### src/gpp_pkg.sv
/*
 * Constants, types and decode helpers for the general purpose I/O ports.
 * Assumes a 100 MHz system clock and a word-indexed Avalon-MM register bus.
 */
package gpp_pkg;
    // ****************************************
    // Sizes
    // ****************************************
    localparam int NPORT = 6;          // Five wide ports plus the narrow port
    localparam int NPIN = 44;          // Pins that exist
    localparam int NPAD = 48;          // Pins padded to whole bytes
    localparam int TEST_PIN = 8;       // Port 1 bit 0
    localparam logic [7:0] WIDE_MASK = 8'hFF;
    localparam logic [7:0] NARROW_MASK = 8'h0F;
    localparam logic [7:0] RST_BYTE = 8'h00;

    // ****************************************
    // Register indices (byte address is four times these)
    // ****************************************
    localparam logic [1:0] RG_DATA = 2'h0;   // Bank 0: output latch / pin levels
    localparam logic [1:0] RG_IE = 2'h1;     // Bank 0: pin interrupt enable
    localparam logic [1:0] RG_GSEL = 2'h2;   // Bank 0: bus route select
    localparam logic [1:0] RG_DM0 = 2'h0;    // Bank 1: drive select low bit
    localparam logic [1:0] RG_DM1 = 2'h1;    // Bank 1: drive select high bit
    localparam logic [1:0] RG_IM0 = 2'h2;    // Bank 1: interrupt mode low bit
    localparam logic [1:0] RG_IM1 = 2'h3;    // Bank 1: interrupt mode high bit
    localparam logic [6:0] STAT_BASE = 7'h18; // Bank 0: sticky pin event flags

    // ****************************************
    // Timing
    // ****************************************
    localparam int CLK_KHZ = 100000;
    localparam int HOLD_MS = 16;
    localparam int POR_MS = 64;
    localparam int HOLD_CYC = HOLD_MS * CLK_KHZ;
    localparam int POR_CYC = POR_MS * CLK_KHZ;
    localparam int CNT_W = 23;

    // ****************************************
    // Types
    // ****************************************
    typedef enum logic [1:0] {
        DRV_RES_LOW = 2'b00,   // Resistive low, strong high
        DRV_STRONG = 2'b01,    // Strong both ways
        DRV_HIZ = 2'b10,       // High impedance
        DRV_RES_HIGH = 2'b11   // Strong low, resistive high
    } gpp_drive_type;

    typedef enum logic [1:0] {
        IM_RISE = 2'b00,
        IM_FALL = 2'b01,
        IM_CHANGE = 2'b10
    } gpp_imode_type;

    typedef enum logic [1:0] {
        HS_RUN = 2'b00,
        HS_EXT = 2'b01,
        HS_POR = 2'b10
    } gpp_hold_type;

    // Width mask of a port
    function automatic logic [7:0] port_mask(input int p);
        return (p == NPORT - 1) ? NARROW_MASK : WIDE_MASK;
    endfunction

    // Index of a per-port register
    function automatic logic [6:0] reg_idx(input logic bank, input int p, input logic [1:0] r);
        return {bank, 1'b0, p[2:0], r};
    endfunction
endpackage

### src/gpp_hold_if.sv
/*
 * Signals between the port logic and its reset hold-off timer.
 * Assumes both ends run on the same clock.
 */
`timescale 1ns/1ps
interface gpp_hold_if;
    logic ext_rst;    // External reset level
    logic pin_hold;   // Test pin output held off
    logic cpu_hold;   // CPU held off after power-on
    modport ctrl(input ext_rst, output pin_hold, output cpu_hold);
    modport user(output ext_rst, input pin_hold, input cpu_hold);
endinterface

### src/gpp_holdoff.sv
/*
 * Hold-off timer: test pin hold after external reset, CPU hold after power-on.
 * Assumes sys_rst is the power-on reset, synchronous to clk.
 */
`timescale 1ns/1ps
module gpp_holdoff #(
    parameter int HOLD_CYCLES = gpp_pkg::HOLD_CYC, // Test pin hold-off
    parameter int POR_CYCLES = gpp_pkg::POR_CYC    // CPU hold-off
) (
    input wire logic clk,   // System clock
    input wire logic sys_rst, // Power-on reset
    gpp_hold_if.ctrl hold   // Hold-off signals
);
    gpp_pkg::gpp_hold_type state; // Current phase
    logic [gpp_pkg::CNT_W-1:0] cnt; // Cycles spent in phase

    // ****************************************
    // Phase sequencer
    // ****************************************
    always_ff @(posedge clk) begin
        if (sys_rst) begin
            state <= gpp_pkg::HS_POR;
            cnt <= '0;
            hold.pin_hold <= 1'b0;
            hold.cpu_hold <= 1'b1;
        end else if (hold.ext_rst) begin
            // Restart the test pin hold-off while reset stands
            state <= gpp_pkg::HS_EXT;
            cnt <= '0;
            hold.pin_hold <= 1'b1;
            hold.cpu_hold <= 1'b0;
        end else begin
            case (state)
                gpp_pkg::HS_POR: begin
                    // No pin hold after power-on: CPU wait hides it
                    if (cnt == gpp_pkg::CNT_W'(POR_CYCLES - 1)) begin
                        state <= gpp_pkg::HS_RUN;
                        hold.cpu_hold <= 1'b0;
                    end
                    cnt <= cnt + 1'b1;
                end
                gpp_pkg::HS_EXT: begin
                    if (cnt == gpp_pkg::CNT_W'(HOLD_CYCLES - 1)) begin
                        state <= gpp_pkg::HS_RUN;
                        hold.pin_hold <= 1'b0;
                    end
                    cnt <= cnt + 1'b1;
                end
                gpp_pkg::HS_RUN: begin
                    cnt <= '0;
                end
                default: begin
                    state <= gpp_pkg::HS_RUN;
                    hold.pin_hold <= 1'b0;
                    hold.cpu_hold <= 1'b0;
                end
            endcase
        end
    end

    AST_POR_HOLD: assert property (@(posedge clk) $past(sys_rst) && !hold.ext_rst |-> hold.cpu_hold && !hold.pin_hold)
        else $error("CPU hold-off missing after power-on");
endmodule

### src/gpp_ports.sv
/*
 * General purpose I/O ports: five 8-bit ports and one 4-bit port behind
 * an Avalon-MM slave with waitrequest. Assumes pin inputs synchronous
 * only to the pads; they are resynchronised here.
 */
// The Avalon-MM interface to the registers and the address map were left to the implementer.
`timescale 1ns/1ps

//Operation
// - Five byte ports plus one nibble port
// - Every bit readable input and writable output
// - Direction set per bit independently
// - Each bit routable to global busses
// - Interrupt on rise, fall or change-since-read
// - Drive per level: strong, resistive, high-Z
// - Test pin not output 16 ms after external reset; power-on holds only the CPU, for 64 ms
// - Test pin forced low during hold-off
// - Latch writes kept, shown after hold-off
// - Test pin input always works
// - Test pin configuration writable during hold-off
// - CPU waits 64 ms after power-on; an external reset during the wait releases the CPU at once
// - Latch write drives; read returns pins
// - Per-pin interrupt enable, cleared at reset
// - Route bit: high-Z feeds input bus
// - Two drive bits with data select behaviour
module gpp_ports #(
    parameter int HOLD_CYCLES = gpp_pkg::HOLD_CYC, // Test pin hold-off cycles
    parameter int POR_CYCLES = gpp_pkg::POR_CYC    // CPU hold-off cycles
) (
    input wire logic clk,                     // System clock
    input wire logic sys_rst,                 // Power-on reset
    input wire logic external_reset_pin,      // External reset, high active
    input wire logic [6:0] avs_address,       // Register index
    input wire logic avs_read,                // Read request
    input wire logic avs_write,               // Write request
    input wire logic [3:0] avs_byteenable,    // Byte lanes
    input wire logic [31:0] avs_writedata,    // Write data
    output logic [31:0] avs_readdata,         // Read data
    output logic avs_waitrequest,             // Stall
    input wire logic [43:0] pin_in,           // Pad levels
    output logic [43:0] pin_out,              // Strong drive level
    output logic [43:0] pin_oe,               // Strong drive enable
    output logic [43:0] pin_pu,               // Pull-up enable
    output logic [43:0] pin_pd,               // Pull-down enable
    input wire logic [43:0] glob_out,         // Global output bus
    output logic [43:0] glob_in,              // Global input bus
    output logic irq,                         // Pin interrupt
    output logic cpu_hold                     // CPU held off
);
    localparam int NP = gpp_pkg::NPORT;

    // ****************************************
    // Declarations
    // ****************************************
    gpp_hold_if hold_bus();                 // Hold-off signals
    logic rst_all;                          // Any reset
    logic [7:0] dr [NP];                    // Output latches
    logic [7:0] ie [NP];                    // Interrupt enables
    logic [7:0] gs [NP];                    // Bus route selects
    logic [7:0] dm0 [NP];                   // Drive select low bits
    logic [7:0] dm1 [NP];                   // Drive select high bits
    logic [7:0] im0 [NP];                   // Interrupt mode low bits
    logic [7:0] im1 [NP];                   // Interrupt mode high bits
    logic [7:0] stat [NP];                  // Sticky pin events
    logic [43:0] sync1;                     // First synchroniser stage
    logic [43:0] sync2;                     // Synchronised levels
    logic [43:0] prev;                      // Levels one cycle back
    logic [gpp_pkg::NPAD-1:0] last_rd;      // Levels at last data read
    logic [gpp_pkg::NPAD-1:0] lvl_pad;      // Padded levels
    logic [gpp_pkg::NPAD-1:0] ev_pad;       // Padded pin events
    logic [3:0] next_drv [gpp_pkg::NPIN];   // {oe, out, pu, pd}
    logic [43:0] next_gin;                  // Next global input bus
    logic wr_acc;                           // Write takes effect
    logic rd_acc;                           // Read data is sampled
    logic [7:0] wd;                         // Write byte
    logic [7:0] next_rdata;                 // Read mux
    logic next_irq;                         // Any enabled event

    assign rst_all = sys_rst | external_reset_pin;
    assign hold_bus.ext_rst = external_reset_pin;
    assign cpu_hold = hold_bus.cpu_hold;
    assign lvl_pad = {4'h0, sync2};
    assign wr_acc = avs_write && !avs_waitrequest && avs_byteenable[0];
    // Same edge that loads read data, so the change reference is what software saw
    assign rd_acc = avs_read && avs_waitrequest;
    assign wd = avs_writedata[7:0];

    gpp_holdoff #(.HOLD_CYCLES(HOLD_CYCLES), .POR_CYCLES(POR_CYCLES)) u_hold (
        .clk(clk),
        .sys_rst(sys_rst),
        .hold(hold_bus.ctrl)
    );

    // Pad driver for one drive code and data level
    function automatic logic [3:0] drive(input logic [1:0] mode, input logic d);
        case (mode)
            gpp_pkg::DRV_RES_LOW: drive = d ? 4'hC : 4'h1;
            gpp_pkg::DRV_STRONG: drive = d ? 4'hC : 4'h8;
            gpp_pkg::DRV_RES_HIGH: drive = d ? 4'h2 : 4'h8;
            default: drive = 4'h0;                           // High impedance
        endcase
    endfunction

    // ****************************************
    // Bus handshake: one wait cycle per access
    // ****************************************
    always_ff @(posedge clk) begin
        if (sys_rst) begin
            avs_waitrequest <= 1'b1;
        end else if ((avs_read || avs_write) && avs_waitrequest) begin
            avs_waitrequest <= 1'b0;
        end else begin
            avs_waitrequest <= 1'b1;
        end
    end

    // ****************************************
    // Pin synchroniser
    // ****************************************
    always_ff @(posedge clk) begin
        // Runs through reset: a reset value would fake an edge on a pin idling high
        sync1 <= pin_in;
        sync2 <= sync1;
        prev <= sync2;
    end

    // ****************************************
    // Per-pin drive, routing and event decode
    // ****************************************
    genvar gi;
    generate
        for (gi = 0; gi < gpp_pkg::NPIN; gi++) begin : g_pin
            localparam int P = gi / 8;
            localparam int B = gi % 8;
            logic [1:0] mode;   // Drive code
            logic [1:0] imode;  // Interrupt mode
            logic dval;         // Level to drive
            assign mode = {dm1[P][B], dm0[P][B]};
            assign imode = {im1[P][B], im0[P][B]};
            // Routed and not high-Z: follow global output line
            assign dval = (gs[P][B] && mode != gpp_pkg::DRV_HIZ) ? glob_out[gi] : dr[P][B];
            if (gi == gpp_pkg::TEST_PIN) begin : g_test
                // Latch kept, pin held strong low until hold-off ends
                assign next_drv[gi] = hold_bus.pin_hold ? 4'h8 : drive(mode, dval);
            end else begin : g_norm
                assign next_drv[gi] = drive(mode, dval);
            end
            assign next_gin[gi] = gs[P][B] && mode == gpp_pkg::DRV_HIZ && sync2[gi];
            always_comb begin
                case (imode)
                    gpp_pkg::IM_RISE: ev_pad[gi] = sync2[gi] && !prev[gi];
                    gpp_pkg::IM_FALL: ev_pad[gi] = !sync2[gi] && prev[gi];
                    default: ev_pad[gi] = sync2[gi] != last_rd[gi];
                endcase
            end
        end
        for (gi = gpp_pkg::NPIN; gi < gpp_pkg::NPAD; gi++) begin : g_pad
            assign ev_pad[gi] = 1'b0;
        end
    endgenerate

    // ****************************************
    // Pad and bus outputs
    // ****************************************
    always_ff @(posedge clk) begin
        if (rst_all) begin
            pin_oe <= '0;
            pin_out <= '0;
            pin_pu <= '0;
            pin_pd <= '0;
            glob_in <= '0;
        end else begin
            for (int i = 0; i < gpp_pkg::NPIN; i++) begin
                pin_oe[i] <= next_drv[i][3];
                pin_out[i] <= next_drv[i][2];
                pin_pu[i] <= next_drv[i][1];
                pin_pd[i] <= next_drv[i][0];
            end
            glob_in <= next_gin;
        end
    end

    // ****************************************
    // Per-port registers
    // ****************************************
    genvar gp;
    generate
        for (gp = 0; gp < NP; gp++) begin : g_port
            localparam logic [7:0] PM = gpp_pkg::port_mask(gp);
            // Configuration and latch stores, writable any time outside reset
            always_ff @(posedge clk) begin
                if (rst_all) begin
                    dr[gp] <= gpp_pkg::RST_BYTE;
                    ie[gp] <= gpp_pkg::RST_BYTE;
                    gs[gp] <= gpp_pkg::RST_BYTE;
                    dm0[gp] <= gpp_pkg::RST_BYTE;
                    dm1[gp] <= gpp_pkg::RST_BYTE;
                    im0[gp] <= gpp_pkg::RST_BYTE;
                    im1[gp] <= gpp_pkg::RST_BYTE;
                end else if (wr_acc) begin
                    if (avs_address == gpp_pkg::reg_idx(1'b0, gp, gpp_pkg::RG_DATA)) begin
                        dr[gp] <= wd & PM;
                    end
                    if (avs_address == gpp_pkg::reg_idx(1'b0, gp, gpp_pkg::RG_IE)) begin
                        ie[gp] <= wd & PM;
                    end
                    if (avs_address == gpp_pkg::reg_idx(1'b0, gp, gpp_pkg::RG_GSEL)) begin
                        gs[gp] <= wd & PM;
                    end
                    if (avs_address == gpp_pkg::reg_idx(1'b1, gp, gpp_pkg::RG_DM0)) begin
                        dm0[gp] <= wd & PM;
                    end
                    if (avs_address == gpp_pkg::reg_idx(1'b1, gp, gpp_pkg::RG_DM1)) begin
                        dm1[gp] <= wd & PM;
                    end
                    if (avs_address == gpp_pkg::reg_idx(1'b1, gp, gpp_pkg::RG_IM0)) begin
                        im0[gp] <= wd & PM;
                    end
                    if (avs_address == gpp_pkg::reg_idx(1'b1, gp, gpp_pkg::RG_IM1)) begin
                        im1[gp] <= wd & PM;
                    end
                end
            end
            // Sticky events: a new event beats a same-cycle clear
            always_ff @(posedge clk) begin
                if (rst_all) begin
                    stat[gp] <= gpp_pkg::RST_BYTE;
                end else if (wr_acc && avs_address == gpp_pkg::STAT_BASE + 7'(gp)) begin
                    stat[gp] <= (stat[gp] & ~wd) | ev_pad[gp*8 +: 8];
                end else begin
                    stat[gp] <= stat[gp] | ev_pad[gp*8 +: 8];
                end
            end
            // Levels seen by the last data read, for change mode
            always_ff @(posedge clk) begin
                if (rst_all) begin
                    last_rd[gp*8 +: 8] <= gpp_pkg::RST_BYTE;
                end else if (rd_acc && avs_address == gpp_pkg::reg_idx(1'b0, gp, gpp_pkg::RG_DATA)) begin
                    last_rd[gp*8 +: 8] <= lvl_pad[gp*8 +: 8];
                end
            end
        end
    endgenerate

    // ****************************************
    // Read mux and interrupt
    // ****************************************
    always_comb begin
        next_rdata = 8'h00;
        next_irq = 1'b0;
        for (int p = 0; p < NP; p++) begin
            if (avs_address == gpp_pkg::reg_idx(1'b0, p, gpp_pkg::RG_DATA)) begin
                next_rdata = lvl_pad[p*8 +: 8];
            end
            if (avs_address == gpp_pkg::reg_idx(1'b0, p, gpp_pkg::RG_IE)) begin
                next_rdata = ie[p];
            end
            if (avs_address == gpp_pkg::reg_idx(1'b0, p, gpp_pkg::RG_GSEL)) begin
                next_rdata = gs[p];
            end
            if (avs_address == gpp_pkg::reg_idx(1'b1, p, gpp_pkg::RG_DM0)) begin
                next_rdata = dm0[p];
            end
            if (avs_address == gpp_pkg::reg_idx(1'b1, p, gpp_pkg::RG_DM1)) begin
                next_rdata = dm1[p];
            end
            if (avs_address == gpp_pkg::reg_idx(1'b1, p, gpp_pkg::RG_IM0)) begin
                next_rdata = im0[p];
            end
            if (avs_address == gpp_pkg::reg_idx(1'b1, p, gpp_pkg::RG_IM1)) begin
                next_rdata = im1[p];
            end
            if (avs_address == gpp_pkg::STAT_BASE + 7'(p)) begin
                next_rdata = stat[p];
            end
            next_irq = next_irq | (|(stat[p] & ie[p]));
        end
    end

    // Read data is loaded as waitrequest drops
    always_ff @(posedge clk) begin
        if (sys_rst) begin
            avs_readdata <= '0;
        end else if (avs_read && avs_waitrequest) begin
            avs_readdata <= {24'h000000, next_rdata};
        end
    end

    always_ff @(posedge clk) begin
        if (rst_all) begin
            irq <= 1'b0;
        end else begin
            irq <= next_irq;
        end
    end

    // ****************************************
    // Checks
    // ****************************************
    AST_SYNC_TWO: assert property (@(posedge clk) disable iff (rst_all)
        !$past(rst_all, 2) && !$past(rst_all) |-> sync2[3] == $past(pin_in[3], 2))
        else $error("Pin level not synchronised in two cycles");
    AST_TEST_LOW: assert property (@(posedge clk) disable iff (rst_all)
        hold_bus.pin_hold |=> pin_oe[8] && !pin_out[8] && !pin_pu[8])
        else $error("Test pin not held low");
    AST_TEST_RELEASE: assert property (@(posedge clk) disable iff (rst_all)
        !hold_bus.pin_hold && !gs[1][0] && {dm1[1][0], dm0[1][0]} == 2'b01 |=> pin_out[8] == $past(dr[1][0]))
        else $error("Test pin latch not driven after hold-off");
    AST_IE_CLEAR: assert property (@(posedge clk)
        $past(rst_all) |-> ie[0] == 8'h00 && ie[5] == 8'h00 && !irq)
        else $error("Interrupt enables not cleared by reset");
    AST_RISE_FLAG: assert property (@(posedge clk) disable iff (rst_all)
        sync2[0] && !prev[0] && {im1[0][0], im0[0][0]} == 2'b00 |=> stat[0][0])
        else $error("Rising edge did not set event flag");
    AST_HIZ_FLOAT: assert property (@(posedge clk) disable iff (rst_all)
        {dm1[2][1], dm0[2][1]} == 2'b10 && !hold_bus.pin_hold |=> !pin_oe[17] && !pin_pu[17] && !pin_pd[17])
        else $error("High impedance pin still driven");
    AST_GLOB_IN: assert property (@(posedge clk) disable iff (rst_all)
        gs[3][2] && {dm1[3][2], dm0[3][2]} == 2'b10 |=> glob_in[26] == $past(sync2[26]))
        else $error("Global input line does not follow pin");
    AST_NARROW: assert property (@(posedge clk) disable iff (rst_all)
        dr[5][7:4] == 4'h0 && gs[5][7:4] == 4'h0)
        else $error("Narrow port holds bits above its width");
    AST_DATA_READ: assert property (@(posedge clk) disable iff (rst_all)
        avs_read && avs_waitrequest && avs_address == 7'h04 |=> avs_readdata[7:0] == $past(sync2[15:8]))
        else $error("Data read does not return pin levels");
endmodule

### config.mk
export PLATFORM = sky130hd
export DESIGN_NAME = gpp_ports
export DESIGN_NICKNAME = d
export VERILOG_FILES = /design/src/gpp_pkg.sv /design/src/gpp_hold_if.sv /design/src/gpp_holdoff.sv /design/src/gpp_ports.sv
export SDC_FILE = /design/constraint.sdc
export NUM_CORES = 1
export LEC_CHECK = 0
export ABC_AREA = 1
export BUFFER_PORTS_ARGS = -buffer_cell sky130_fd_sc_hd__buf_2
export CORE_UTILIZATION = 45
export DETAILED_ROUTE_END_ITERATION = 8
export HOLD_SLACK_MARGIN = 0.1
export PLACE_DENSITY = 0.67
export SLEW_MARGIN = 40
export SYNTH_ARGS = -nofsm -noshare
export SYNTH_HDL_FRONTEND = slang
export SYNTH_SLANG_ARGS = --single-unit
### constraint.sdc
create_clock -name clk -period 4.7 [get_ports clk]
set_input_delay 0.94 -clock clk [delete_from_list [all_inputs] [get_ports clk]]
set_output_delay 0.94 -clock clk [all_outputs]
set_load 0.01 [all_outputs]
# Word level (Yosys, flattened, before mapping)
# Memories as Yosys holds them, arrays and structs flattened.
# Index checks and enable logic that the tools add are counted.
[word_totals]
ff_bits = 433
mem_bits_rw = 384
in_bits = 136
elab_cells = 1454
mem_count = 8
[mem_list]
columns = ["name", "depth", "word_bits", "rd", "rd_clocked_by_memory_dff", "write_ports", "line_no", "source"]
rows = [
  ["dm0", 6, 8, 6, 0, 6, "gpp_ports.sv:60", "logic [7:0] dm0 [NP];"],
  ["dm1", 6, 8, 6, 0, 6, "gpp_ports.sv:61", "logic [7:0] dm1 [NP];"],
  ["dr", 6, 8, 6, 0, 6, "gpp_ports.sv:57", "logic [7:0] dr [NP];"],
  ["gs", 6, 8, 6, 0, 6, "gpp_ports.sv:59", "logic [7:0] gs [NP];"],
  ["ie", 6, 8, 6, 0, 6, "gpp_ports.sv:58", "logic [7:0] ie [NP];"],
  ["im0", 6, 8, 6, 0, 6, "gpp_ports.sv:62", "logic [7:0] im0 [NP];"],
  ["+2 memories", "--", "--", "--", "--", "--", "--", ""],
]
[op_classes]
add_sub_neg = 1
eq_ne = 320
mux = 585
n_bitwise = 85
n_reduce_logical = 431
[ops]
columns = ["op", "count"]
rows = [
  ["8-bit two-way mux", 102],
  ["4-bit case mux with 3 select lines", 44],
  ["4-bit two-way mux", 89],
  ["1-bit two-way mux", 255],
  ["1-bit logical AND", 236],
  ["2-bit by 1-bit == test with 1-bit output, second input constant", 89],
  ["2-bit == test, second input constant", 89],
  ["2-bit zero test", 89],
  ["7-bit == test, second input constant", 24],
  ["3-bit two-way mux", 44],
  ["8-bit AND", 12],
  ["1-bit case mux with 2 select lines", 46],
  ["2-bit inequality test, second input constant", 45],
  ["1-bit zero test", 89],
  ["7-bit by 5-bit == test with 1-bit output, second input constant", 12],
  ["8-bit bitwise OR", 10],
  ["1-bit bitwise OR", 60],
  ["8-bit OR reduction", 6],
  ["23-bit case mux with 2 select lines", 1],
  ["1-bit inequality test", 44],
  ["7-bit by 4-bit == test with 1-bit output, second input constant", 6],
  ["23-bit by 1-bit adder with 23-bit output, second input constant", 1],
  ["23-bit by 21-bit == test with 1-bit output, second input constant", 1],
  ["23-bit == test, second input constant", 1],
  ["other kinds (15)", 27],
]

# Longest topological paths before layout
# Gate-level depths: netlist of run 1.
[depth]
word_depth = 49
mapped_depth = 34
depth_no_buf = 34

# By module
# From an unflattened synthesis of run 1, not the netlist that was laid out.
[hier_totals]
hier_cells = 3577
area_unflattened_um2 = 31939.4
[modules_own_cells]
columns = ["module", "instances", "cells_per_inst", "area_per_inst_um2", "seq_area_each_um2"]
rows = [
  ["gpp_ports", 1, 3360, 30448.0, 18818.0],
  ["gpp_holdoff", 1, 217, 1491.4, 540.5],
]

# Least setup slack after synthesis of run 1
# Ideal clock, no wire load.
[synth_timing]
path_kind = "in2reg"
start = "in avs_address[1]"
end = "reg avs_readdata[5]"
setup_ns = 0.119
arrival_time_ns = 3.104
required_ns = 4.581
path_slack_ns = 1.476
stages = 32
n_path_buf = 0
path_cell_list = "nor2_1 nand2_4 nor2_4 inv_2 o22ai_1 nand3_1 o21ai_1 nand2_1 o21ai_1 o2111ai_1 a21oi_1 nand3_1 nor2_1 nand3_1 nand2_1 nand3_1 nand2_1 nand3b_1 nand2_1 nand3b_1 nand2_1 nand2_1 nand2_1 nand3_1 nand2_1 nand2_1 nand2_1 nand4_1 nand2_1 nand2_1 nand2_1 a21oi_1"
[synth_between]
elab_chain_cells = 49
elab_cells_between_ends = 96
classes_between = "47 x eq/ne; 48 x mux; 1 x reduce/logical"
[synth_rtl]
columns = ["element", "line_no", "source"]
rows = [
  ["from (decl)", "gpp_ports.sv:33", "input wire logic [6:0] avs_address,"],
  ["7-bit zero test", "gpp_ports.sv:252", "if (avs_address == gpp_pkg::reg_idx(1'b0, p, gpp_pkg::RG_DATA)) begin"],
  ["8-bit two-way mux", "gpp_ports.sv:252", ""],
  ["8-bit two-way mux", "gpp_ports.sv:255", "if (avs_address == gpp_pkg::reg_idx(1'b0, p, gpp_pkg::RG_IE)) begin"],
  ["8-bit two-way mux", "gpp_ports.sv:258", "if (avs_address == gpp_pkg::reg_idx(1'b0, p, gpp_pkg::RG_GSEL)) begin"],
  ["8-bit two-way mux", "gpp_ports.sv:261", "if (avs_address == gpp_pkg::reg_idx(1'b1, p, gpp_pkg::RG_DM0)) begin"],
  ["8-bit two-way mux", "gpp_ports.sv:264", "if (avs_address == gpp_pkg::reg_idx(1'b1, p, gpp_pkg::RG_DM1)) begin"],
  ["8-bit two-way mux", "gpp_ports.sv:267", "if (avs_address == gpp_pkg::reg_idx(1'b1, p, gpp_pkg::RG_IM0)) begin"],
  ["8-bit two-way mux", "gpp_ports.sv:270", "if (avs_address == gpp_pkg::reg_idx(1'b1, p, gpp_pkg::RG_IM1)) begin"],
  ["(+33 left out)", "--", ""],
  ["8-bit two-way mux", "gpp_ports.sv:252", ""],
  ["8-bit two-way mux", "gpp_ports.sv:255", ""],
  ["8-bit two-way mux", "gpp_ports.sv:258", ""],
  ["8-bit two-way mux", "gpp_ports.sv:261", ""],
  ["8-bit two-way mux", "gpp_ports.sv:264", ""],
  ["8-bit two-way mux", "gpp_ports.sv:267", ""],
  ["8-bit two-way mux", "gpp_ports.sv:270", ""],
  ["8-bit two-way mux *", "gpp_ports.sv:273", "if (avs_address == gpp_pkg::STAT_BASE + 7'(p)) begin"],
  ["to (signal assigned)", "gpp_ports.sv:285", "avs_readdata <= {24'h000000, next_rdata};"],
  ["to (decl)", "gpp_ports.sv:38", "output logic [31:0] avs_readdata,"],
]
# Mark *: on every way between the ends. The rest lies on a longest branch, timed or not.
# A chain may end at the register's enable or synchronous reset.

# Final worst setup path of run 1
[layout_timing]
start = "in avs_address[4]"
end = "reg avs_readdata[4]"
# The elaborated chain is that of the path after synthesis.

==> flow_summary.ini, run 1 <==
[run_status]
outcome = complete, no violations

[floorplan]
io_pins = 391
die-area_mm2 = 0.07185
die_h_um = 268.1
dieWidth_um = 268.1
num_rows = 97
coreArea_mm2 = 0.07003
start_util_pct = 45.48

[yosys]
yosys.area.top_type_share_pct = 33.56
synthArstFlopShare_pct = 0
ys.flop_type = dfxtp_1
ys_top_cells_by_area = edfxtp_1 (34%), dfxtp_1 (27%), nand2_1 (7.2%), nor2_1 (6.1%), inv_1 (5.6%)
yosysMostFrequentCell = nand2_1
synth-edff-count = 356
synth_top_cell_by_area = edfxtp_1
synth_commonest_cells = nand2_1 (612), nor2_1 (518), inv_1 (479)
syn_area_mm2 = 0.03185
postSynthAreaPerCell_um2 = 8.897
synth_warnings = 0
synth_seq_cells = 789
ys_seq_area_share_pct = 60.78
yosysUniqueCellTypes = 49
netlist_instances = 3580

[cells_and_area]
drive_gt1_share_pct = 14.62
largest_register = stat
fin_cells = 5029
nets = 4153
largest_reg_flops = 48
fin_area_mm2 = 0.03789
fin_util_pct = 54.11
area_delta_synth_final_pct = 18.97

[sta]
worst_pin_slew_ps = 886.1
setup_viol = 0
finalCritPeriodShare_pct = 81.09
rsz0062_at_grt = false
final_hold_viol_count = 0
finalMaxSlewViolations = 0
max_slew_margin_pct = 40.53
fin_crit_ps = 3811
setup_tns_ps = 0
clock.fmax_mhz = 262.4
skew_ps = 31.40

[clocking]
numCtsBuffers = 83
cts_hold_buf = 0
cts_setup_buffers = 0
h-tree-depth = 3
clk_path_buf_depth = 3
clockRootBuffer = clkbuf_16
cts_tree = done
clk_latency_ps = 640
clk_pin_slew_worst_paths_ps = 60
cts_resized = 0
numClockSinks = 789

[worst_setup_path]
startpoint_type = input pin
cp_common_cell = nand2_1
crit_family = simple AND/OR/NAND/NOR gates
critical_path_required_ps = 5230
path_buf_inv = 2
slowest_stage = a21oi_1
slowest_delay_ps = 250
crit_fanout = 8
worstSetupEndpointType = flop
r2r_slack_ps = 1310
crit_arrival_ps = 4340
crit_cells = 34
rr_worst_depth = 30
r2r_start = ie[0][4]$_SDFFCE_PN0P_
r2r-end = avs_readdata[4]$_SDFFE_PP0P_
crit_type = in2reg

[placed_design]
port_buffers = 339
dpl.hpwl_um = 67730
place_area_mm2 = 0.03499
place.gp.congestion = 0.9359
dp_cells = 4870

[grt]
grt.total_usage_pct = 26.16
antenna_found_initial = 7
overflow = 0
grt_start_max_net_pins = 127
grt_pass1_wl_um = 142600
grt_pass1_vias = 24560

[detailed_routing]
vias = 26690
antenna_left = 0
wl_per_cell_um = 19.03
dr.pass1.iters = 6
drt-total-wl_um = 95690
routed_via_density = 5.307
drt_iter0_drc = 2858
drc = 0

[run]
cap_violations = 0

[pwr]
max-vdd-ir-drop_mv = 0.2444
cellLeakagePower_nw = 15.94
power_mw = 15.28
pwr_density_cell_mw_per_mm2 = 403.3

[worst_hold_path]
hold_end = sync2[15]$_DFF_P_
hp-class = reg2reg
min_path_cells = 0
hp-start = sync1[15]$_DFF_P_
cells in the final DEF, fill, tap and decap left out, types with 9 or more instances in the layout:
cell type	instances
nand2_1	612
nor2_1	517
inv_1	473
dfxtp_1	433
edfxtp_1	356
buf_2	339
o21ai_0	290
a21oi_1	201
nand3_1	160
nor4_1	119
clkbuf_16	93
conb_1	68
nand4_1	67
buf_4	67
nor3_1	43
xor2_1	28
or2_2	19
o22ai_1	18
clkbuf_1	18
clkbuf_8	16
o21ai_1	14
clkinv_2	13
inv_2	12
a211oi_1	9
routing by layer:
layer  vias up  wire length, um  GRT usage [%]
li1      12710                -              -
met1     12430            39680          36.13
met2      1349            43520          40.94
met3       199             9399          4.600
met4         2             3085          10.08
met5         -               12              0
worst max path at each step:
stage | from | endpoint | slack (ps)
2_1_floorplan | avs_address[1] | avs_readdata[5]$_SDFFE_PP0P_ | 1480
3_3_place_gp | avs_address[4] | avs_readdata[3]$_SDFFE_PP0P_ | 400
3_5_place_dp | avs_address[4] | avs_readdata[7]$_SDFFE_PP0P_ | 380
4_1_cts | avs_address[4] | avs_readdata[7]$_SDFFE_PP0P_ | 1040
5_1_grt | avs_address[4] | avs_readdata[7]$_SDFFE_PP0P_ | 580
6_report | avs_address[4] | avs_readdata[4]$_SDFFE_PP0P_ | 890
final cells by class:
class	instances	area [um2]
timing repair buffer	409	2260
antenna	5	12.51
multi-input combinational	2236	10330
tap	940	1176
sequential	789	19360
inverter	497	1887
clock buffer	127	2615
clock inverter	26	254.0
fill	6359	32140
power breakdown:
part | internal (mW) | switching [mW]
Clock | 4.07 | 2.74
Combinational | 0.246 | 0.618
Sequential | 7.42 | 0.194
worst register-to-register path: cells and delay by family, from the launching register on:
family / cells / cell delay [ps]
compound gates: 8 / 1000
flops: 1 / 450
simple gates: 22 / 1850
metrics by stage:
step	worst slack (ps)	hold slack, ps
finish	888.8	322.1
global route	575.7	330.4
floorplan	1476	309.6
CTS	1043	322.0
detailed placement	383.6	312.1
global placement	401.4	311.6
logic make-up after synthesis:
group / Yosys count / synth area share (%)
and+or+nand+nor: 1569 / 21.32
adders and majority gates: 1 / 0.03928
AOI/OAI and AO/OA: 570 / 9.459
DFF: 789 / 60.78
other: 2 / 0.02358
xor gates and xnor gates: 28 / 0.7699
buffers and inverters: 621 / 7.609
(Power assumes the default switching activity.)
==> inputs of run 2 (changes only) <==
--- a/config.mk
+++ b/config.mk
@@ -5,7 +5,7 @@
 export SDC_FILE = /design/constraint.sdc
 export NUM_CORES = 1
 export LEC_CHECK = 0
-export ABC_AREA = 1
+export ABC_AREA = 0
 export BUFFER_PORTS_ARGS = -buffer_cell sky130_fd_sc_hd__buf_2
 export CORE_UTILIZATION = 45
 export DETAILED_ROUTE_END_ITERATION = 8
==> constraint.sdc (replaced) <==
create_clock -name clk -period 3.72 [get_ports clk]
set_input_delay 0.744 -clock clk [delete_from_list [all_inputs] [get_ports clk]]
set_output_delay 0.744 -clock clk [all_outputs]
set_load 0.01 [all_outputs]
==> run 2 against run 1 <==
Synthesized area rose by 3.9%. Non-clock buffer count up 117. Global-route usage grew 4.4 points. Sequential power rose by 28%. First-iteration DRC count is 21% higher. Critical path type unchanged. Largest cell class unchanged. Highest routed layer unchanged.
==> flow_summary.ini, run 2 <==
[cells_and_area]
fin_util_pct = 54.62
multi_input_area_mm2 = 0.01277
largest_register = stat
layout_commonest_cell = dfxtp_1
final_cell_mix = dfxtp_1 (433), nand2_1 (368), edfxtp_1 (356)
seq_area_mm2 = 0.01936
nets = 3754
fin_cells = 4652
drive_gt1_share_pct = 21.51
largest_reg_flops = 48
area_delta_synth_final_pct = 20.26
fillCellCount = 6429

[detailed_routing]
drc = 0
drt_iter0_drc = 3455
dr.pass1.iters = 6
routed_via_density = 6.008
wl_met1_um = 46380
wl_met3_um = 13080
wl_per_cell_um = 25.08
antenna_left = 0
topRoutingLayerUsed = met5
drt-total-wl_um = 116700
vias = 27950
dr_wl_met2_um = 52640

[clocking]
h-tree-depth = 3
clockRootBuffer = clkbuf_16
cts_hold_buf = 0
clk_pin_slew_worst_paths_ps = 60
numClockSinks = 789
cts_setup_buffers = 0
numCtsBuffers = 86
clk_path_buf_depth = 3
clk_latency_ps = 660
cts_resized = 0
cts_tree = done

[floorplan]
start_util_pct = 45.42
io_pins = 391
dieWidth_um = 273.1
coreArea_mm2 = 0.07283
die-area_mm2 = 0.07460
die_h_um = 273.1
num_rows = 99

[sta]
clock.fmax_mhz = 340.9
setup_viol = 0
finalMaxSlewViolations = 0
rsz0062_at_grt = false
max_slew_margin_pct = 40.93
finalCritPeriodShare_pct = 78.85
final_hold_viol_count = 0
fin_crit_ps = 2933
setup_tns_ps = 0
skew_ps = 29.22
worst_pin_slew_ps = 886.1

[placed_design]
dp_cells = 4487
place.gp.congestion = 1.037
port_buffers = 339
dpl.hpwl_um = 83480

[pwr]
power_frac_seq_pct = 48.6
max-vdd-ir-drop_mv = 0.4255
switchingPower_mw = 4.839
pwr_density_cell_mw_per_mm2 = 504.1
p_int_mw = 15.21
p_comb_share_pct = 6.4
power_mw = 20.05
sw_frac_of_total_pct = 24.13
p_clk_share_pct = 44.9
cellLeakagePower_nw = 16.55

[grt]
grt_pass1_wl_um = 170000
grt_start_max_net_pins = 99
grt.total_usage_pct = 30.56
overflow = 0
antenna_found_initial = 3
grt_pass1_vias = 25860

[worst_setup_path]
cp_common_cell = buf_4
crit_type = in2reg
path_buf_inv = 4
r2r-end = avs_readdata[1]$_SDFFE_PP0P_
slowest_stage = nor3_1
r2r_start = dm1[4][1]$_SDFFCE_PN0P_
startpoint_type = input pin
crit_family = buffers and inverters
crit_fanout = 28
critical_path_required_ps = 4240
r2r_slack_ps = 1020
crit_arrival_ps = 3460
rr_worst_depth = 8
slowest_delay_ps = 510
worstSetupEndpointType = flop
path_cells = buf_2 -> buf_12 -> nand2b_1 -> buf_4 -> nor3_1 -> a2111oi_0 -> buf_4 -> a41o_1 -> o41a_1 -> a21oi_1 -> o22ai_1

[worst_hold_path]
hp-start = pin_in[4]
hold_end = sync1[4]$_DFF_P_
min_path_cells = 1
hp-class = in2reg

[yosys]
netlist_instances = 3166
yosys.area.top_type_share_pct = 32.31
synth_top_cell_by_area = edfxtp_1
ys_seq_area_share_pct = 58.52
yosysUniqueCellTypes = 109
synthArstFlopShare_pct = 0
synth-edff-count = 356
postSynthAreaPerCell_um2 = 10.45
syn_area_mm2 = 0.03308
ys_top_cells_by_area = edfxtp_1 (32%), dfxtp_1 (26%), and3_1 (4.6%), nand2_1 (4.2%), nor2_1 (3.8%)
yosysMostFrequentCell = dfxtp_1
synth_warnings = 0
synth_commonest_cells = dfxtp_1 (433), nand2_1 (369), edfxtp_1 (356)
synth_seq_cells = 789
ys.flop_type = dfxtp_1

[run_status]
outcome = complete, no violations

[run]
cap_violations = 0
-- run 2: cell types whose count changed in the layout (fill, tap and decap cells not counted), sizes merged, moves of 94 or more --
cell	previous run	this run
nor2	528	344
o21ai	304	181
buf	409	526
and3	1	241
inv	495	28
nand3	163	69
nand2	614	369
-- run 2: cell type report --
type                       instances  area share [%]
sequential                       789           48.66
multi-input combinational       2197           32.10
timing repair buffer             526           8.397
clock buffer                     117           6.473
tap                              959           3.016
clock inverter                    45           1.176
inverter                          17          0.1604
antenna                            2         0.01258
-- run 2: worst max-delay path by stage --
stage / from / end / slack, ps / cells after the start
5_1_grt: avs_address[1] / avs_readdata[5]$_SDFFE_PP0P_ / 690 / 11
3_3_place_gp: avs_address[1] / avs_readdata[5]$_SDFFE_PP0P_ / 260 / 11
2_1_floorplan: avs_address[5] / im0[3][0]$_SDFFCE_PN0P_ / 920 / 6
3_5_place_dp: avs_address[1] / avs_readdata[5]$_SDFFE_PP0P_ / 270 / 11
6_report: avs_address[1] / avs_readdata[5]$_SDFFE_PP0P_ / 790 / 11
4_1_cts: avs_address[1] / avs_readdata[5]$_SDFFE_PP0P_ / 900 / 11
-- run 2: cells by family (layout without fill, tap and decap cells) --
group | Yosys count | after routing | synth area share, %
buffers and inverters | 246 | 705 | 3.748
flip-flops | 789 | 789 | 58.52
multiplexers | 82 | 82 | 2.765
other | 2 | 70 | 0.02270
XOR/XNOR | 17 | 17 | 0.4501
adder cells (fa/ha/maj) | 1 | 1 | 0.03782
AO/OA/AOI/OAI | 652 | 652 | 13.03
AND/OR/NAND/NOR | 1377 | 1377 | 21.43
-- run 2: per-stage QoR --
step                area (um2)  setup WS [ps]  hold slack (ps)
floorplan                33330          917.0            309.6
global placement         36690          262.1            310.3
detailed placement       36690          274.4            312.1
CTS                      39740          904.8            171.0
global route             39780          687.9            176.3
finish                   39780          786.7            189.9
-- run 2: worst reg2reg max path: stages, from the launching register on --
cell and delay [ps]:
edfxtp_1 580, mux2_1 290, a211oi_2 120, a2111oi_4 430, nand4_1 290, nor4_1 360, buf_4 180, o211ai_1 170
a31oi_1 220
-- run 2: routing by layer --
metal  vias up  GRT usage, %
met5         -             0
met4         4         11.58
met3       296         6.739
met2      1700         47.37
met1     13430         41.70
li1      12520             -
-- run 2: power groups by stage --
stage | registers, mW | clock network, mW | logic [mW]
2_1_floorplan | 9.76 | 0 | 0.708
3_3_place_gp | 9.92 | 0 | 1.23
3_5_place_dp | 9.92 | 0 | 1.24
4_1_cts | 9.74 | 9.13 | 1.25
5_1_grt | 9.77 | 9.47 | 1.37
6_report | 9.75 | 9.01 | 1.29
